File: src/logic/dtc_pkg.sv
/*
  package for the dual timer/counter pair: register offsets, field positions,
  reset values, mode encodings and machine-cycle timing.
  assumes a 50 MHz ref_clk standing in for the oscillator.
*/
package dtc_pkg;
  // wishbone word offsets (byte addresses)
  localparam logic [3:0] DTC_ADR_CTRL = 4'h0;
  localparam logic [3:0] DTC_ADR_MODE = 4'h4;
  localparam logic [3:0] DTC_ADR_LOW_A = 4'h8;
  localparam logic [3:0] DTC_ADR_HIGH_A = 4'hc;
  localparam logic [4:0] DTC_ADR_LOW_B = 5'h10;
  localparam logic [4:0] DTC_ADR_HIGH_B = 5'h14;
  localparam logic [4:0] DTC_ADR_ACK = 5'h18;

  // control register fields
  localparam int DTC_CTL_OVF_B = 7;
  localparam int DTC_CTL_RUN_B = 6;
  localparam int DTC_CTL_OVF_A = 5;
  localparam int DTC_CTL_RUN_A = 4;
  localparam int DTC_CTL_EDGE_B = 3;
  localparam int DTC_CTL_TYPE_B = 2;
  localparam int DTC_CTL_EDGE_A = 1;
  localparam int DTC_CTL_TYPE_A = 0;

  // mode register fields
  localparam int DTC_MOD_GATE_B = 7;
  localparam int DTC_MOD_FUNC_B = 6;
  localparam int DTC_MOD_MODE_B = 4;
  localparam int DTC_MOD_GATE_A = 3;
  localparam int DTC_MOD_FUNC_A = 2;
  localparam int DTC_MOD_MODE_A = 0;

  localparam logic [7:0] DTC_CTRL_RST = 8'h00;
  localparam logic [7:0] DTC_MODE_RST = 8'h00;
  localparam logic [7:0] DTC_BYTE_RST = 8'h00;
  localparam logic [7:0] DTC_BYTE_ONES = 8'hff;
  localparam logic [4:0] DTC_PRE_ONES = 5'h1f;
  localparam logic [7:0] DTC_PRE_MASK = 8'h1f;
  // synchroniser idle levels {irq_b, irq_a, cnt_b, cnt_a}: irq pins idle high
  localparam logic [3:0] DTC_SYNC_RST = 4'hc;
  localparam logic [1:0] DTC_IRQ_IDLE = 2'h3;

  localparam logic [1:0] DTC_MODE_13 = 2'h0;
  localparam logic [1:0] DTC_MODE_16 = 2'h1;
  localparam logic [1:0] DTC_MODE_RELOAD = 2'h2;
  localparam logic [1:0] DTC_MODE_SPLIT = 2'h3;

  // machine cycle: 12 oscillator periods
  localparam int DTC_OSC_PER_MC = 12;
  localparam logic [3:0] DTC_MC_LAST = 4'(DTC_OSC_PER_MC - 1);
  localparam logic [3:0] DTC_SAMPLE_PHASE = 4'h9;
endpackage

File: src/logic/dtc_timer_pair.sv
/*
  two 8-bit-pair timer/counters with control, mode and count registers over
  classic wishbone (8-bit data in the low byte lane of a 32-bit bus).
  assumes pins are asynchronous to ref_clk; the core pulses ack strobes for one cycle.
*/
// Decided for this implementation: the placing of the registers and the Wishbone slave port.
// Notes on behaviour
// RULE1: timer counts once per machine cycle
// RULE2: counter samples pin, counts high-then-low
// RULE3: edge needs two machine cycles to count
// RULE4: source holds each level one machine cycle
// RULE5: two-bit mode field per timer
// RULE6: mode 0 is 13-bit with 5-bit prescaler
// RULE7: rollover to zero sets overflow flag
// RULE8: count when run and (no gate or pin high)
// RULE9: run bit never clears count bytes
// RULE10: mode 1 is cascaded 16-bit counter
// RULE11: mode 2 reloads low from high
// RULE12: timer b in mode 3 holds
// RULE13: timer a mode 3 splits into two bytes
// RULE14: run bits at control bits 6 and 4
// RULE15: overflow flags bits 5 and 7, ack clears
// RULE16: edge flags bits 3 and 1, ack clears
// RULE17: type bits select falling edge or level
// RULE18: function bit selects machine cycle or pin
// RULE19: reset clears all registers; the pin synchronisers and irq_prev_r load idle levels (irq pins high) instead
// RULE20: ack strobes clear matching flags
`timescale 1ns/1ps
module dtc_timer_pair
  import dtc_pkg::*;
(
  input wire logic ref_clk,
  input wire logic rst,
  input wire logic wb_cyc_i,
  input wire logic wb_stb_i,
  input wire logic wb_we_i,
  input wire logic [4:0] wb_adr_i,
  input wire logic [3:0] wb_sel_i,
  input wire logic [31:0] wb_dat_i,
  output logic [31:0] wb_dat_o,
  output logic wb_ack_o,
  input wire logic count_pin_a,
  input wire logic count_pin_b,
  input wire logic ext_irq_pin_a,
  input wire logic ext_irq_pin_b,
  input wire logic ack_ovf_a,
  input wire logic ack_ovf_b,
  input wire logic ack_edge_a,
  input wire logic ack_edge_b,
  output logic ovf_flag_a,
  output logic ovf_flag_b,
  output logic ext_irq_req_a,
  output logic ext_irq_req_b
);
  logic [7:0] ctrl_r;
  logic [7:0] mode_r;
  logic [7:0] count_low_byte_a;
  logic [7:0] count_high_byte_a;
  logic [7:0] count_low_byte_b;
  logic [7:0] count_high_byte_b;
  logic [3:0] phase_r;
  logic [3:0] meta_r;
  logic [3:0] sync_r;
  logic [1:0] cnt_smp_r;
  logic [1:0] cnt_prev_r;
  logic [1:0] cnt_fall_r;
  logic [1:0] irq_prev_r;
  logic mc_tick;
  logic sample_phase;
  logic wr_en;
  logic rd_sel;
  logic [1:0] md_a;
  logic [1:0] md_b;
  logic run_bit_a;
  logic run_bit_b;
  logic en_a;
  logic en_b;
  logic en_ah;
  logic inc_a;
  logic inc_b;
  logic ovf_a;
  logic ovf_b;
  logic ovf_ah;
  logic [1:0] irq_fall;

  assign md_a = mode_r[DTC_MOD_MODE_A +: 2];
  assign md_b = mode_r[DTC_MOD_MODE_B +: 2];
  assign run_bit_a = ctrl_r[DTC_CTL_RUN_A];
  assign run_bit_b = ctrl_r[DTC_CTL_RUN_B];
  assign mc_tick = (phase_r == DTC_MC_LAST);
  assign sample_phase = (phase_r == DTC_SAMPLE_PHASE);
  assign wr_en = wb_cyc_i && wb_stb_i && wb_we_i && !wb_ack_o && wb_sel_i[0];
  assign rd_sel = wb_cyc_i && wb_stb_i && !wb_ack_o;

  // machine cycle divider
  always_ff @(posedge ref_clk) begin
    if (rst || mc_tick) begin
      phase_r <= 4'h0;
    end else begin
      phase_r <= phase_r + 4'h1;
    end
  end

  // pin synchronisers: {irq_b, irq_a, cnt_b, cnt_a}
  always_ff @(posedge ref_clk) begin
    if (rst) begin
      // idle levels, so level-type flags do not set falsely after reset
      meta_r <= DTC_SYNC_RST;
      sync_r <= DTC_SYNC_RST;
    end else begin
      meta_r <= {ext_irq_pin_b, ext_irq_pin_a, count_pin_b, count_pin_a};
      sync_r <= meta_r;
    end
  end

  // count pins sampled once per machine cycle
  always_ff @(posedge ref_clk) begin
    if (rst) begin
      cnt_smp_r <= 2'h0;
      cnt_prev_r <= 2'h0;
      cnt_fall_r <= 2'h0;
    end else if (sample_phase) begin
      cnt_smp_r <= sync_r[1:0]; // RULE2
      cnt_prev_r <= cnt_smp_r;
      cnt_fall_r <= cnt_prev_r & ~cnt_smp_r; // RULE3
    end else if (mc_tick) begin
      cnt_fall_r <= 2'h0;
    end
  end

  // external interrupt edge detect
  always_ff @(posedge ref_clk) begin
    if (rst) begin
      irq_prev_r <= DTC_IRQ_IDLE;
    end else begin
      irq_prev_r <= sync_r[3:2];
    end
  end
  assign irq_fall = irq_prev_r & ~sync_r[3:2];

  // gating and increment selection
  assign en_a = run_bit_a && (!mode_r[DTC_MOD_GATE_A] || sync_r[2]); // RULE8
  assign en_b = run_bit_b && (!mode_r[DTC_MOD_GATE_B] || sync_r[3]) && (md_b != DTC_MODE_SPLIT); // RULE8 RULE12
  assign en_ah = run_bit_b && mc_tick; // RULE13
  // counter increments applied at the end of the machine cycle
  assign inc_a = en_a && mc_tick && (mode_r[DTC_MOD_FUNC_A] ? cnt_fall_r[0] : 1'b1); // RULE1 RULE18
  assign inc_b = en_b && mc_tick && (mode_r[DTC_MOD_FUNC_B] ? cnt_fall_r[1] : 1'b1); // RULE1 RULE18

  always_comb begin
    case (md_a)
      DTC_MODE_13: ovf_a = inc_a && (count_low_byte_a[4:0] == DTC_PRE_ONES) && (count_high_byte_a == DTC_BYTE_ONES);
      DTC_MODE_16: ovf_a = inc_a && (count_low_byte_a == DTC_BYTE_ONES) && (count_high_byte_a == DTC_BYTE_ONES);
      default: ovf_a = inc_a && (count_low_byte_a == DTC_BYTE_ONES);
    endcase
    case (md_b)
      DTC_MODE_13: ovf_b = inc_b && (count_low_byte_b[4:0] == DTC_PRE_ONES) && (count_high_byte_b == DTC_BYTE_ONES);
      DTC_MODE_16: ovf_b = inc_b && (count_low_byte_b == DTC_BYTE_ONES) && (count_high_byte_b == DTC_BYTE_ONES);
      default: ovf_b = inc_b && (count_low_byte_b == DTC_BYTE_ONES);
    endcase
  end
  assign ovf_ah = (md_a == DTC_MODE_SPLIT) && en_ah && (count_high_byte_a == DTC_BYTE_ONES);

  // timer a count bytes; writes never touched by run bit
  always_ff @(posedge ref_clk) begin
    if (rst) begin
      count_low_byte_a <= DTC_BYTE_RST; // RULE19
      count_high_byte_a <= DTC_BYTE_RST;
    end else begin
      if (wr_en && wb_adr_i == {1'b0, DTC_ADR_LOW_A}) begin
        count_low_byte_a <= wb_dat_i[7:0]; // RULE9
      end else if (inc_a) begin
        case (md_a)
          DTC_MODE_13: begin
            // prescaler in low five bits; upper bits left as they are
            count_low_byte_a <= (count_low_byte_a & ~DTC_PRE_MASK)
              | ((count_low_byte_a + 8'h01) & DTC_PRE_MASK); // RULE6
          end
          DTC_MODE_RELOAD: count_low_byte_a <= (count_low_byte_a == DTC_BYTE_ONES) ? count_high_byte_a
            : count_low_byte_a + 8'h01; // RULE11
          default: count_low_byte_a <= count_low_byte_a + 8'h01; // RULE10 RULE13
        endcase
      end
      if (wr_en && wb_adr_i == {1'b0, DTC_ADR_HIGH_A}) begin
        count_high_byte_a <= wb_dat_i[7:0];
      end else if (md_a == DTC_MODE_SPLIT) begin
        if (en_ah) begin
          count_high_byte_a <= count_high_byte_a + 8'h01; // RULE13
        end
      end else if (inc_a && md_a == DTC_MODE_13 && count_low_byte_a[4:0] == DTC_PRE_ONES) begin
        count_high_byte_a <= count_high_byte_a + 8'h01; // RULE6
      end else if (inc_a && md_a == DTC_MODE_16 && count_low_byte_a == DTC_BYTE_ONES) begin
        count_high_byte_a <= count_high_byte_a + 8'h01; // RULE10
      end
    end
  end

  // timer b count bytes
  always_ff @(posedge ref_clk) begin
    if (rst) begin
      count_low_byte_b <= DTC_BYTE_RST; // RULE19
      count_high_byte_b <= DTC_BYTE_RST;
    end else begin
      if (wr_en && wb_adr_i == DTC_ADR_LOW_B) begin
        count_low_byte_b <= wb_dat_i[7:0];
      end else if (inc_b) begin
        case (md_b)
          DTC_MODE_13: begin
            count_low_byte_b <= (count_low_byte_b & ~DTC_PRE_MASK)
              | ((count_low_byte_b + 8'h01) & DTC_PRE_MASK); // RULE6
          end
          DTC_MODE_RELOAD: count_low_byte_b <= (count_low_byte_b == DTC_BYTE_ONES) ? count_high_byte_b
            : count_low_byte_b + 8'h01; // RULE11
          default: count_low_byte_b <= count_low_byte_b + 8'h01; // RULE10
        endcase
      end
      if (wr_en && wb_adr_i == DTC_ADR_HIGH_B) begin
        count_high_byte_b <= wb_dat_i[7:0];
      end else if (inc_b && md_b == DTC_MODE_13 && count_low_byte_b[4:0] == DTC_PRE_ONES) begin
        count_high_byte_b <= count_high_byte_b + 8'h01; // RULE6
      end else if (inc_b && md_b == DTC_MODE_16 && count_low_byte_b == DTC_BYTE_ONES) begin
        count_high_byte_b <= count_high_byte_b + 8'h01; // RULE10
      end
    end
  end

  // control register; hardware set wins over clear
  always_ff @(posedge ref_clk) begin
    if (rst) begin
      ctrl_r <= DTC_CTRL_RST; // RULE19
    end else begin
      if (wr_en && wb_adr_i == {1'b0, DTC_ADR_CTRL}) begin
        ctrl_r <= wb_dat_i[7:0]; // RULE14 RULE17
      end else if (wr_en && wb_adr_i == DTC_ADR_ACK) begin
        // software acknowledge: ones clear the matching flags
        ctrl_r[DTC_CTL_OVF_A] <= ctrl_r[DTC_CTL_OVF_A] & ~wb_dat_i[DTC_CTL_OVF_A];
        ctrl_r[DTC_CTL_OVF_B] <= ctrl_r[DTC_CTL_OVF_B] & ~wb_dat_i[DTC_CTL_OVF_B];
        ctrl_r[DTC_CTL_EDGE_A] <= ctrl_r[DTC_CTL_EDGE_A] & ~wb_dat_i[DTC_CTL_EDGE_A];
        ctrl_r[DTC_CTL_EDGE_B] <= ctrl_r[DTC_CTL_EDGE_B] & ~wb_dat_i[DTC_CTL_EDGE_B];
      end
      if (ack_ovf_a) begin
        ctrl_r[DTC_CTL_OVF_A] <= 1'b0; // RULE15 RULE20
      end
      if (ack_ovf_b) begin
        ctrl_r[DTC_CTL_OVF_B] <= 1'b0; // RULE15 RULE20
      end
      if (ack_edge_a) begin
        ctrl_r[DTC_CTL_EDGE_A] <= 1'b0; // RULE16 RULE20
      end
      if (ack_edge_b) begin
        ctrl_r[DTC_CTL_EDGE_B] <= 1'b0; // RULE16 RULE20
      end
      if (ovf_a) begin
        ctrl_r[DTC_CTL_OVF_A] <= 1'b1; // RULE7
      end
      if (ovf_b || ovf_ah) begin
        ctrl_r[DTC_CTL_OVF_B] <= 1'b1; // RULE7 RULE13
      end
      if (ctrl_r[DTC_CTL_TYPE_A] ? irq_fall[0] : !sync_r[2]) begin
        ctrl_r[DTC_CTL_EDGE_A] <= 1'b1; // RULE16 RULE17
      end
      if (ctrl_r[DTC_CTL_TYPE_B] ? irq_fall[1] : !sync_r[3]) begin
        ctrl_r[DTC_CTL_EDGE_B] <= 1'b1; // RULE16 RULE17
      end
    end
  end

  // mode register
  always_ff @(posedge ref_clk) begin
    if (rst) begin
      mode_r <= DTC_MODE_RST; // RULE19
    end else if (wr_en && wb_adr_i == {1'b0, DTC_ADR_MODE}) begin
      mode_r <= wb_dat_i[7:0]; // RULE5
    end
  end

  // wishbone answer: ack one cycle after strobe, unmapped reads zero
  always_ff @(posedge ref_clk) begin
    if (rst) begin
      wb_ack_o <= 1'b0;
      wb_dat_o <= 32'h0000_0000;
    end else begin
      wb_ack_o <= rd_sel;
      wb_dat_o <= 32'h0000_0000;
      if (rd_sel) begin
        case (wb_adr_i)
          {1'b0, DTC_ADR_CTRL}: wb_dat_o[7:0] <= ctrl_r;
          {1'b0, DTC_ADR_MODE}: wb_dat_o[7:0] <= mode_r;
          {1'b0, DTC_ADR_LOW_A}: wb_dat_o[7:0] <= count_low_byte_a;
          {1'b0, DTC_ADR_HIGH_A}: wb_dat_o[7:0] <= count_high_byte_a;
          DTC_ADR_LOW_B: wb_dat_o[7:0] <= count_low_byte_b;
          DTC_ADR_HIGH_B: wb_dat_o[7:0] <= count_high_byte_b;
          default: wb_dat_o[7:0] <= DTC_BYTE_RST;
        endcase
      end
    end
  end

  assign ovf_flag_a = ctrl_r[DTC_CTL_OVF_A];
  assign ovf_flag_b = ctrl_r[DTC_CTL_OVF_B];
  assign ext_irq_req_a = ctrl_r[DTC_CTL_EDGE_A];
  assign ext_irq_req_b = ctrl_r[DTC_CTL_EDGE_B];

  run_hold_a: assert property (@(posedge ref_clk) disable iff (rst)
    !run_bit_a && !wr_en |=> $stable(count_low_byte_a)) else $error("timer a moved while stopped"); // RULE8
  mode3_b_a: assert property (@(posedge ref_clk) disable iff (rst)
    md_b == DTC_MODE_SPLIT && !wr_en |=> $stable(count_high_byte_b)) else $error("timer b moved in mode 3"); // RULE12
  ovf_sets_a: assert property (@(posedge ref_clk) disable iff (rst)
    ovf_a |=> ovf_flag_a) else $error("overflow a not flagged"); // RULE7
  ack_clear_a: assert property (@(posedge ref_clk) disable iff (rst)
    ack_ovf_a && !ovf_a |=> !ovf_flag_a) else $error("ack did not clear overflow a"); // RULE20
  reload_a: assert property (@(posedge ref_clk) disable iff (rst)
    ovf_a && md_a == DTC_MODE_RELOAD && !wr_en |=> count_low_byte_a == $past(count_high_byte_a))
    else $error("reload value wrong"); // RULE11
  gate_off_a: assert property (@(posedge ref_clk) disable iff (rst)
    mode_r[DTC_MOD_GATE_A] && !sync_r[2] |-> !inc_a) else $error("gated timer counted"); // RULE8
  tick_rate_a: assert property (@(posedge ref_clk) disable iff (rst)
    mc_tick |=> !mc_tick [*8]) else $error("machine cycle too short"); // RULE1
  ctr_fall_a: assert property (@(posedge ref_clk) disable iff (rst)
    inc_a && mode_r[DTC_MOD_FUNC_A] |-> cnt_fall_r[0]) else $error("counter moved without edge"); // RULE2
  edge_sets_a: assert property (@(posedge ref_clk) disable iff (rst)
    ctrl_r[DTC_CTL_TYPE_A] && irq_fall[0] |=> ext_irq_req_a) else $error("edge flag a missed"); // RULE16
  cov_ovf_a: cover property (@(posedge ref_clk) ovf_a);
  cov_split_a: cover property (@(posedge ref_clk) ovf_ah);
  cov_count_a: cover property (@(posedge ref_clk) inc_a && mode_r[DTC_MOD_FUNC_A]);
  cov_reload_b: cover property (@(posedge ref_clk) ovf_b && md_b == DTC_MODE_RELOAD);
  cov_level_a: cover property (@(posedge ref_clk) !ctrl_r[DTC_CTL_TYPE_A] && ext_irq_req_a);

  // bus answer timing
  ack_answer_a: assert property (@(posedge ref_clk) disable iff (rst)
    wb_cyc_i && wb_stb_i && !wb_ack_o |=> wb_ack_o)
    else $error("bus request not acknowledged");
  ack_pulse_a: assert property (@(posedge ref_clk) disable iff (rst)
    wb_ack_o |=> !wb_ack_o)
    else $error("acknowledge longer than one cycle");

  // timer b and split-mode flags, timer b run hold, split high byte, prescaler and machine cycle length
  ovf_sets_b_a: assert property (@(posedge ref_clk) disable iff (rst) // RULE7
    ovf_b || ovf_ah |=> ovf_flag_b)
    else $error("overflow b not flagged");
  ack_clear_b_a: assert property (@(posedge ref_clk) disable iff (rst) // RULE20
    ack_ovf_b && !ovf_b && !ovf_ah |=> !ovf_flag_b)
    else $error("ack did not clear overflow b");
  run_hold_b_a: assert property (@(posedge ref_clk) disable iff (rst) // RULE14
    !run_bit_b && !wr_en |=> $stable(count_low_byte_b))
    else $error("timer b moved while stopped");
  split_high_a: assert property (@(posedge ref_clk) disable iff (rst) // RULE13
    md_a == DTC_MODE_SPLIT && en_ah && !wr_en |=> count_high_byte_a == $past(count_high_byte_a) + 8'h01)
    else $error("split high byte did not count");
  prescale_top_a: assert property (@(posedge ref_clk) disable iff (rst) // RULE6
    inc_a && md_a == DTC_MODE_13 && !wr_en |=> $stable(count_low_byte_a[7:5]))
    else $error("prescaler touched upper bits");
  tick_period_a: assert property (@(posedge ref_clk) disable iff (rst) // RULE1
    mc_tick |-> ##12 mc_tick)
    else $error("machine cycle length wrong");

  // interrupt flags
  edge_sets_b_a: assert property (@(posedge ref_clk) disable iff (rst) // RULE16
    ctrl_r[DTC_CTL_TYPE_B] && irq_fall[1] |=> ext_irq_req_b)
    else $error("edge flag b missed");
  level_sets_a: assert property (@(posedge ref_clk) disable iff (rst) // RULE17
    !ctrl_r[DTC_CTL_TYPE_A] && !sync_r[2] |=> ext_irq_req_a)
    else $error("level flag a missed");
  edge_ack_b_a: assert property (@(posedge ref_clk) disable iff (rst) // RULE20
    ack_edge_b && ctrl_r[DTC_CTL_TYPE_B] && !irq_fall[1] |=> !ext_irq_req_b)
    else $error("ack did not clear edge flag b");

  // reset values
  reset_clear_a: assert property (@(posedge ref_clk) // RULE19
    rst |=> ctrl_r == DTC_CTRL_RST && mode_r == DTC_MODE_RST)
    else $error("registers not cleared by reset");
endmodule

File: config.mk
export PLATFORM = sky130hd
export DESIGN_NAME = dtc_timer_pair
export DESIGN_NICKNAME = d
export VERILOG_FILES = /design/src/logic/dtc_pkg.sv /design/src/logic/dtc_timer_pair.sv
export SDC_FILE = /design/constraint.sdc
export NUM_CORES = 1
export LEC_CHECK = 0
export ABC_AREA = 1
export CAP_MARGIN = 10
export CORE_MARGIN = 2
export CORE_UTILIZATION = 54
export DETAILED_ROUTE_END_ITERATION = 10
export DONT_BUFFER_PORTS = 1
export PLACE_DENSITY = 0.73
export RECOVER_POWER = 25
export SETUP_SLACK_MARGIN = 0.1
export SYNTH_ARGS = -nofsm -noshare
export SYNTH_HDL_FRONTEND = slang
export SYNTH_SLANG_ARGS = --single-unit
File: constraint.sdc
create_clock -name ref_clk -period 2.3 [get_ports ref_clk]
set_input_delay 0.23 -clock ref_clk [delete_from_list [all_inputs] [get_ports ref_clk]]
set_output_delay 0.23 -clock ref_clk [all_outputs]
set_load 0.005 [all_outputs]
==> impl_results.rst <==
.. list-table::
   :header-rows: 1

   * - Metric
     - Value
   * - Setup repair after global routing missed its margin
     - no
   * - Endpoint type of the worst setup path
     - register
   * - Power per unit of standard cell area
     - approximately 540 nW/um^2
   * - Nature of the critical path startpoint
     - register
   * - Final count of hold timing violations
     - 0
   * - CP peak stage delay
     - 400 ps
   * - Row Count
     - 33
   * - CP arrival
     - 2220 ps
   * - Final worst clock skew
     - about 11 ps
   * - Largest net degree at the start of global routing
     - 38
   * - N_diodes
     - 0
   * - Number of warnings reported in the yosys synthesis log
     - 0
   * - Clock transition at the registers of the reported paths
     - about 90 ps
   * - Routed wire length
     - 12800 um
   * - Setup ws final
     - 342 ps
   * - Total global routing overflow
     - 0
   * - Share of layout cells above drive strength 1
     - 0.0813
   * - Cell area after technology mapping
     - 4590 sq um
   * - Final-stage net count
     - 758
   * - TritonCTS sink count
     - 77
   * - Slew HR
     - 0.611
   * - Floorplan die width
     - just under 100 um
   * - Post-Place Cell Area
     - 4580 sq um
   * - Worst hold-check path type
     - in2reg
   * - Die area
     - 9250 sq um
   * - Initial antenna violation count
     - 0
   * - Largest buffer count on any clock path
     - 2
   * - DR DRC count
     - 0
   * - Commonest cells after routing, fill and taps aside
     - 151 x nand2_1, 87 x inv_1, 77 x dfxtp_1
   * - Layer carrying the most global-route usage
     - met2
   * - Clock root buffer
     - clkbuf_8
   * - Average footprint of a synthesized cell
     - roughly 6.6 sq um
   * - Result of the run
     - complete, no violations
   * - Peak ir drop on the vdd network
     - around 0.47 mV
   * - Number of synthesized flops with an enable pin
     - 0
   * - Async set or reset register ratio after synthesis
     - 0
   * - Top Ports
     - between 90 and 100
   * - Worst Tran Pin Value
     - 583 ps
   * - Final Instance Area
     - 4850 sq um
   * - Number of max-cap violations
     - 0
   * - Post-detailed-placement half-perimeter wirelength
     - 9370 um
   * - Remaining antenna violation count
     - 0
   * - Chain of cells forming the critical path
     - ha_1 -> nand4_1 -> nor3_4 -> nand3_2 -> nand2_4 -> nand2_1 -> nand2_1 -> nor2_1
   * - Register area share after synthesis
     - 0.336
   * - Global-route wire length before repair
     - 20100 um
   * - Finish-stage setup viols
     - 0
   * - Post-synthesis cell count
     - 691
   * - Final min period
     - 1960 ps
   * - Height of the chip
     - 96.2 um
   * - Final RePlAce weighted congestion
     - 0.960
   * - Met3 demand-to-capacity share in global routing
     - 0.0783
   * - Synth Register Bits
     - 77
   * - Number of pins exceeding their max-slew limit in the final report
     - 0
   * - Initial Util
     - 0.558
   * - Cell family contributing the most delay on the critical path
     - simple AND/OR/NAND/NOR gates
   * - Number of iterations in the first detailed-routing pass
     - 5
   * - Clock insertion delay at the later pin of the skew report
     - 370 ps
   * - Max Fclk
     - ~510 MHz
   * - Dpl ws
     - between 300 and 400 ps
   * - Primary flip-flop cell chosen by synthesis mapping
     - dfxtp_1
   * - First DRT Iteration DRCs
     - 402
   * - Leading cell type in the layout, fill and taps excluded
     - nand2_1
   * - CP Class
     - reg2reg
   * - Crit share post-route
     - 0.851
   * - All-layer global routing usage
     - 0.288
   * - Master of the slowest instance on the critical path
     - dfxtp_1
   * - Required time at the worst-slack endpoint
     - 2560 ps
   * - GR Layer Usage met2
     - 0.462
   * - Setup TNS
     - 0 ps
   * - Maximum fanout along the worst path
     - 9
   * - Leakage Power
     - 1.93 nW
   * - Number of clock buffers inserted by TritonCTS
     - 9
   * - Count of different cell masters after synthesis
     - 36
   * - Clock tree from TritonCTS
     - yes
   * - Area added between synthesis and finish
     - 5.70%
   * - CP Buf/Inv Count
     - 0
   * - Number of input and output port buffers inserted
     - 0
   * - Number of vias per cell after detailed routing
     - 5.57
   * - Number of setup buffers added after CTS
     - 0
   * - Via count of the first global-routing pass
     - 4045
   * - Met1 Track Usage GR
     - 0.372
   * - CP most frequent cell
     - nand2_1
   * - Maximum level of the CTS H-tree
     - 3
   * - Core area
     - 8220 sq um
   * - DR WL/cell
     - 15.9 um
   * - Vias post-DR
     - 4488
-- area by class of cell --
type	instances	area (sq um)
clock inverters	7	86.3
well taps	105	131
multi-input cells	511	2550
clock buffers	9	124
repair buffers	8	82.6
fillers	817	3370
flip-flops and latches	77	1540
inverters	89	334
-- where the power goes --
group | switching (mW) | internal (mW)
sequential | 0.00889 | 1.35
combinational | 0.0839 | 0.0319
clock | 0.596 | 0.528
total | 0.689 | 1.91
-- registers in the layout, summed over array words and instances, names as in the netlist, 8 cells and up --
signal	count
count_high_byte_a	8
count_high_byte_b	8
count_low_byte_a	8
count_low_byte_b	8
ctrl_r	8
mode_r	8
wb_dat_o	8
-- metal layers --
metal / vias to the layer above / wire, um
met4: 0 / 337
met2: 200 / 5930
met1: 2050 / 5360
met3: 29 / 1160
met5: - / 0
li1: 2209 / -
-- stage by stage --
step / hold slack (ps) / util / power, mW / cells
6_report: 30.4 / 0.590 / 2.60 / 806
5_1_grt: 39.4 / 0.590 / 2.68 / 806
4_1_cts: 23.6 / 0.590 / 2.61 / 806
3_5_place_dp: 307 / 0.557 / 1.48 / 785
3_3_place_gp: 304 / 0.557 / 1.48 / 785
2_1_floorplan: 314 / - / 1.50 / 714
-- worst reg2reg max path: stages (launching register included) --
cell and delay (ps):
dfxtp_1 400, ha_1 230, nand4_1 270, nor3_4 310
nand3_2 280, nand2_4 200, nand2_1 70, nand2_1 70
nor2_1 40
-- what timing repair did --
item,4_1_cts,5_1_grt
gates resized for setup,0,0
hold buffers,5,0
hold endpoints to repair,37,0
-- final timing paths --
path / start / to / slack (ps) / depth (start not counted)
worst max register to register: phase_r[0] / count_high_byte_b[4] / 340 / 8
worst min-delay path: rst / count_low_byte_a[5] / 30 / 3
worst max-delay path: phase_r[0] / count_high_byte_b[4] / 340 / 8
worst min register to register: meta_r[1] / sync_r[1] / 410 / 2
-- synthesized netlist by cell type (2+ instances only) --
| cell | number | area share |
|---|---|---|
| dfxtp_1 | 77 | 0.34 |
| nor3_1 | 13 | 0.014 |
| o211ai_1 | 8 | 0.013 |
| clkbuf_1 | 6 | 0.0049 |
| nand2_4 | 2 | 0.0049 |
| nand2_1 | 151 | 0.12 |
| nand3_2 | 3 | 0.0065 |
| a21oi_1 | 53 | 0.058 |
| nand4_1 | 3 | 0.0041 |
| nor2_4 | 5 | 0.012 |
| o22ai_1 | 16 | 0.022 |
| nor3_4 | 2 | 0.0071 |
| inv_2 | 2 | 0.0016 |
| nor2_2 | 8 | 0.011 |
| inv_1 | 87 | 0.071 |
| nor2_1 | 76 | 0.062 |
| o21bai_1 | 2 | 0.0033 |
| or2_2 | 7 | 0.0095 |
| ha_1 | 8 | 0.022 |
| buf_2 | 4 | 0.0044 |
| nand2_2 | 3 | 0.0041 |
| o21ai_1 | 6 | 0.0065 |
| nand3_4 | 2 | 0.0076 |
| o21ai_0 | 48 | 0.052 |
| nand3b_1 | 2 | 0.0033 |
| nand3_1 | 53 | 0.058 |
| xor2_1 | 10 | 0.019 |
| buf_4 | 26 | 0.043 |
-- cells by family (layout without fill, tap and decap cells) --
kind of cell | Yosys count | count (layout) | synth area share
XOR/XNOR | 11 | 11 | 0.0210
other | 1 | 24 | 0.000817
flip-flops | 77 | 77 | 0.336
buffers and inverters | 126 | 113 | 0.127
AO/OA/AOI/OAI | 135 | 135 | 0.159
adder cells (fa/ha/maj) | 8 | 8 | 0.0218
AND/OR/NAND/NOR | 333 | 333 | 0.335
Note: power is estimated with default switching activity, not from simulation.
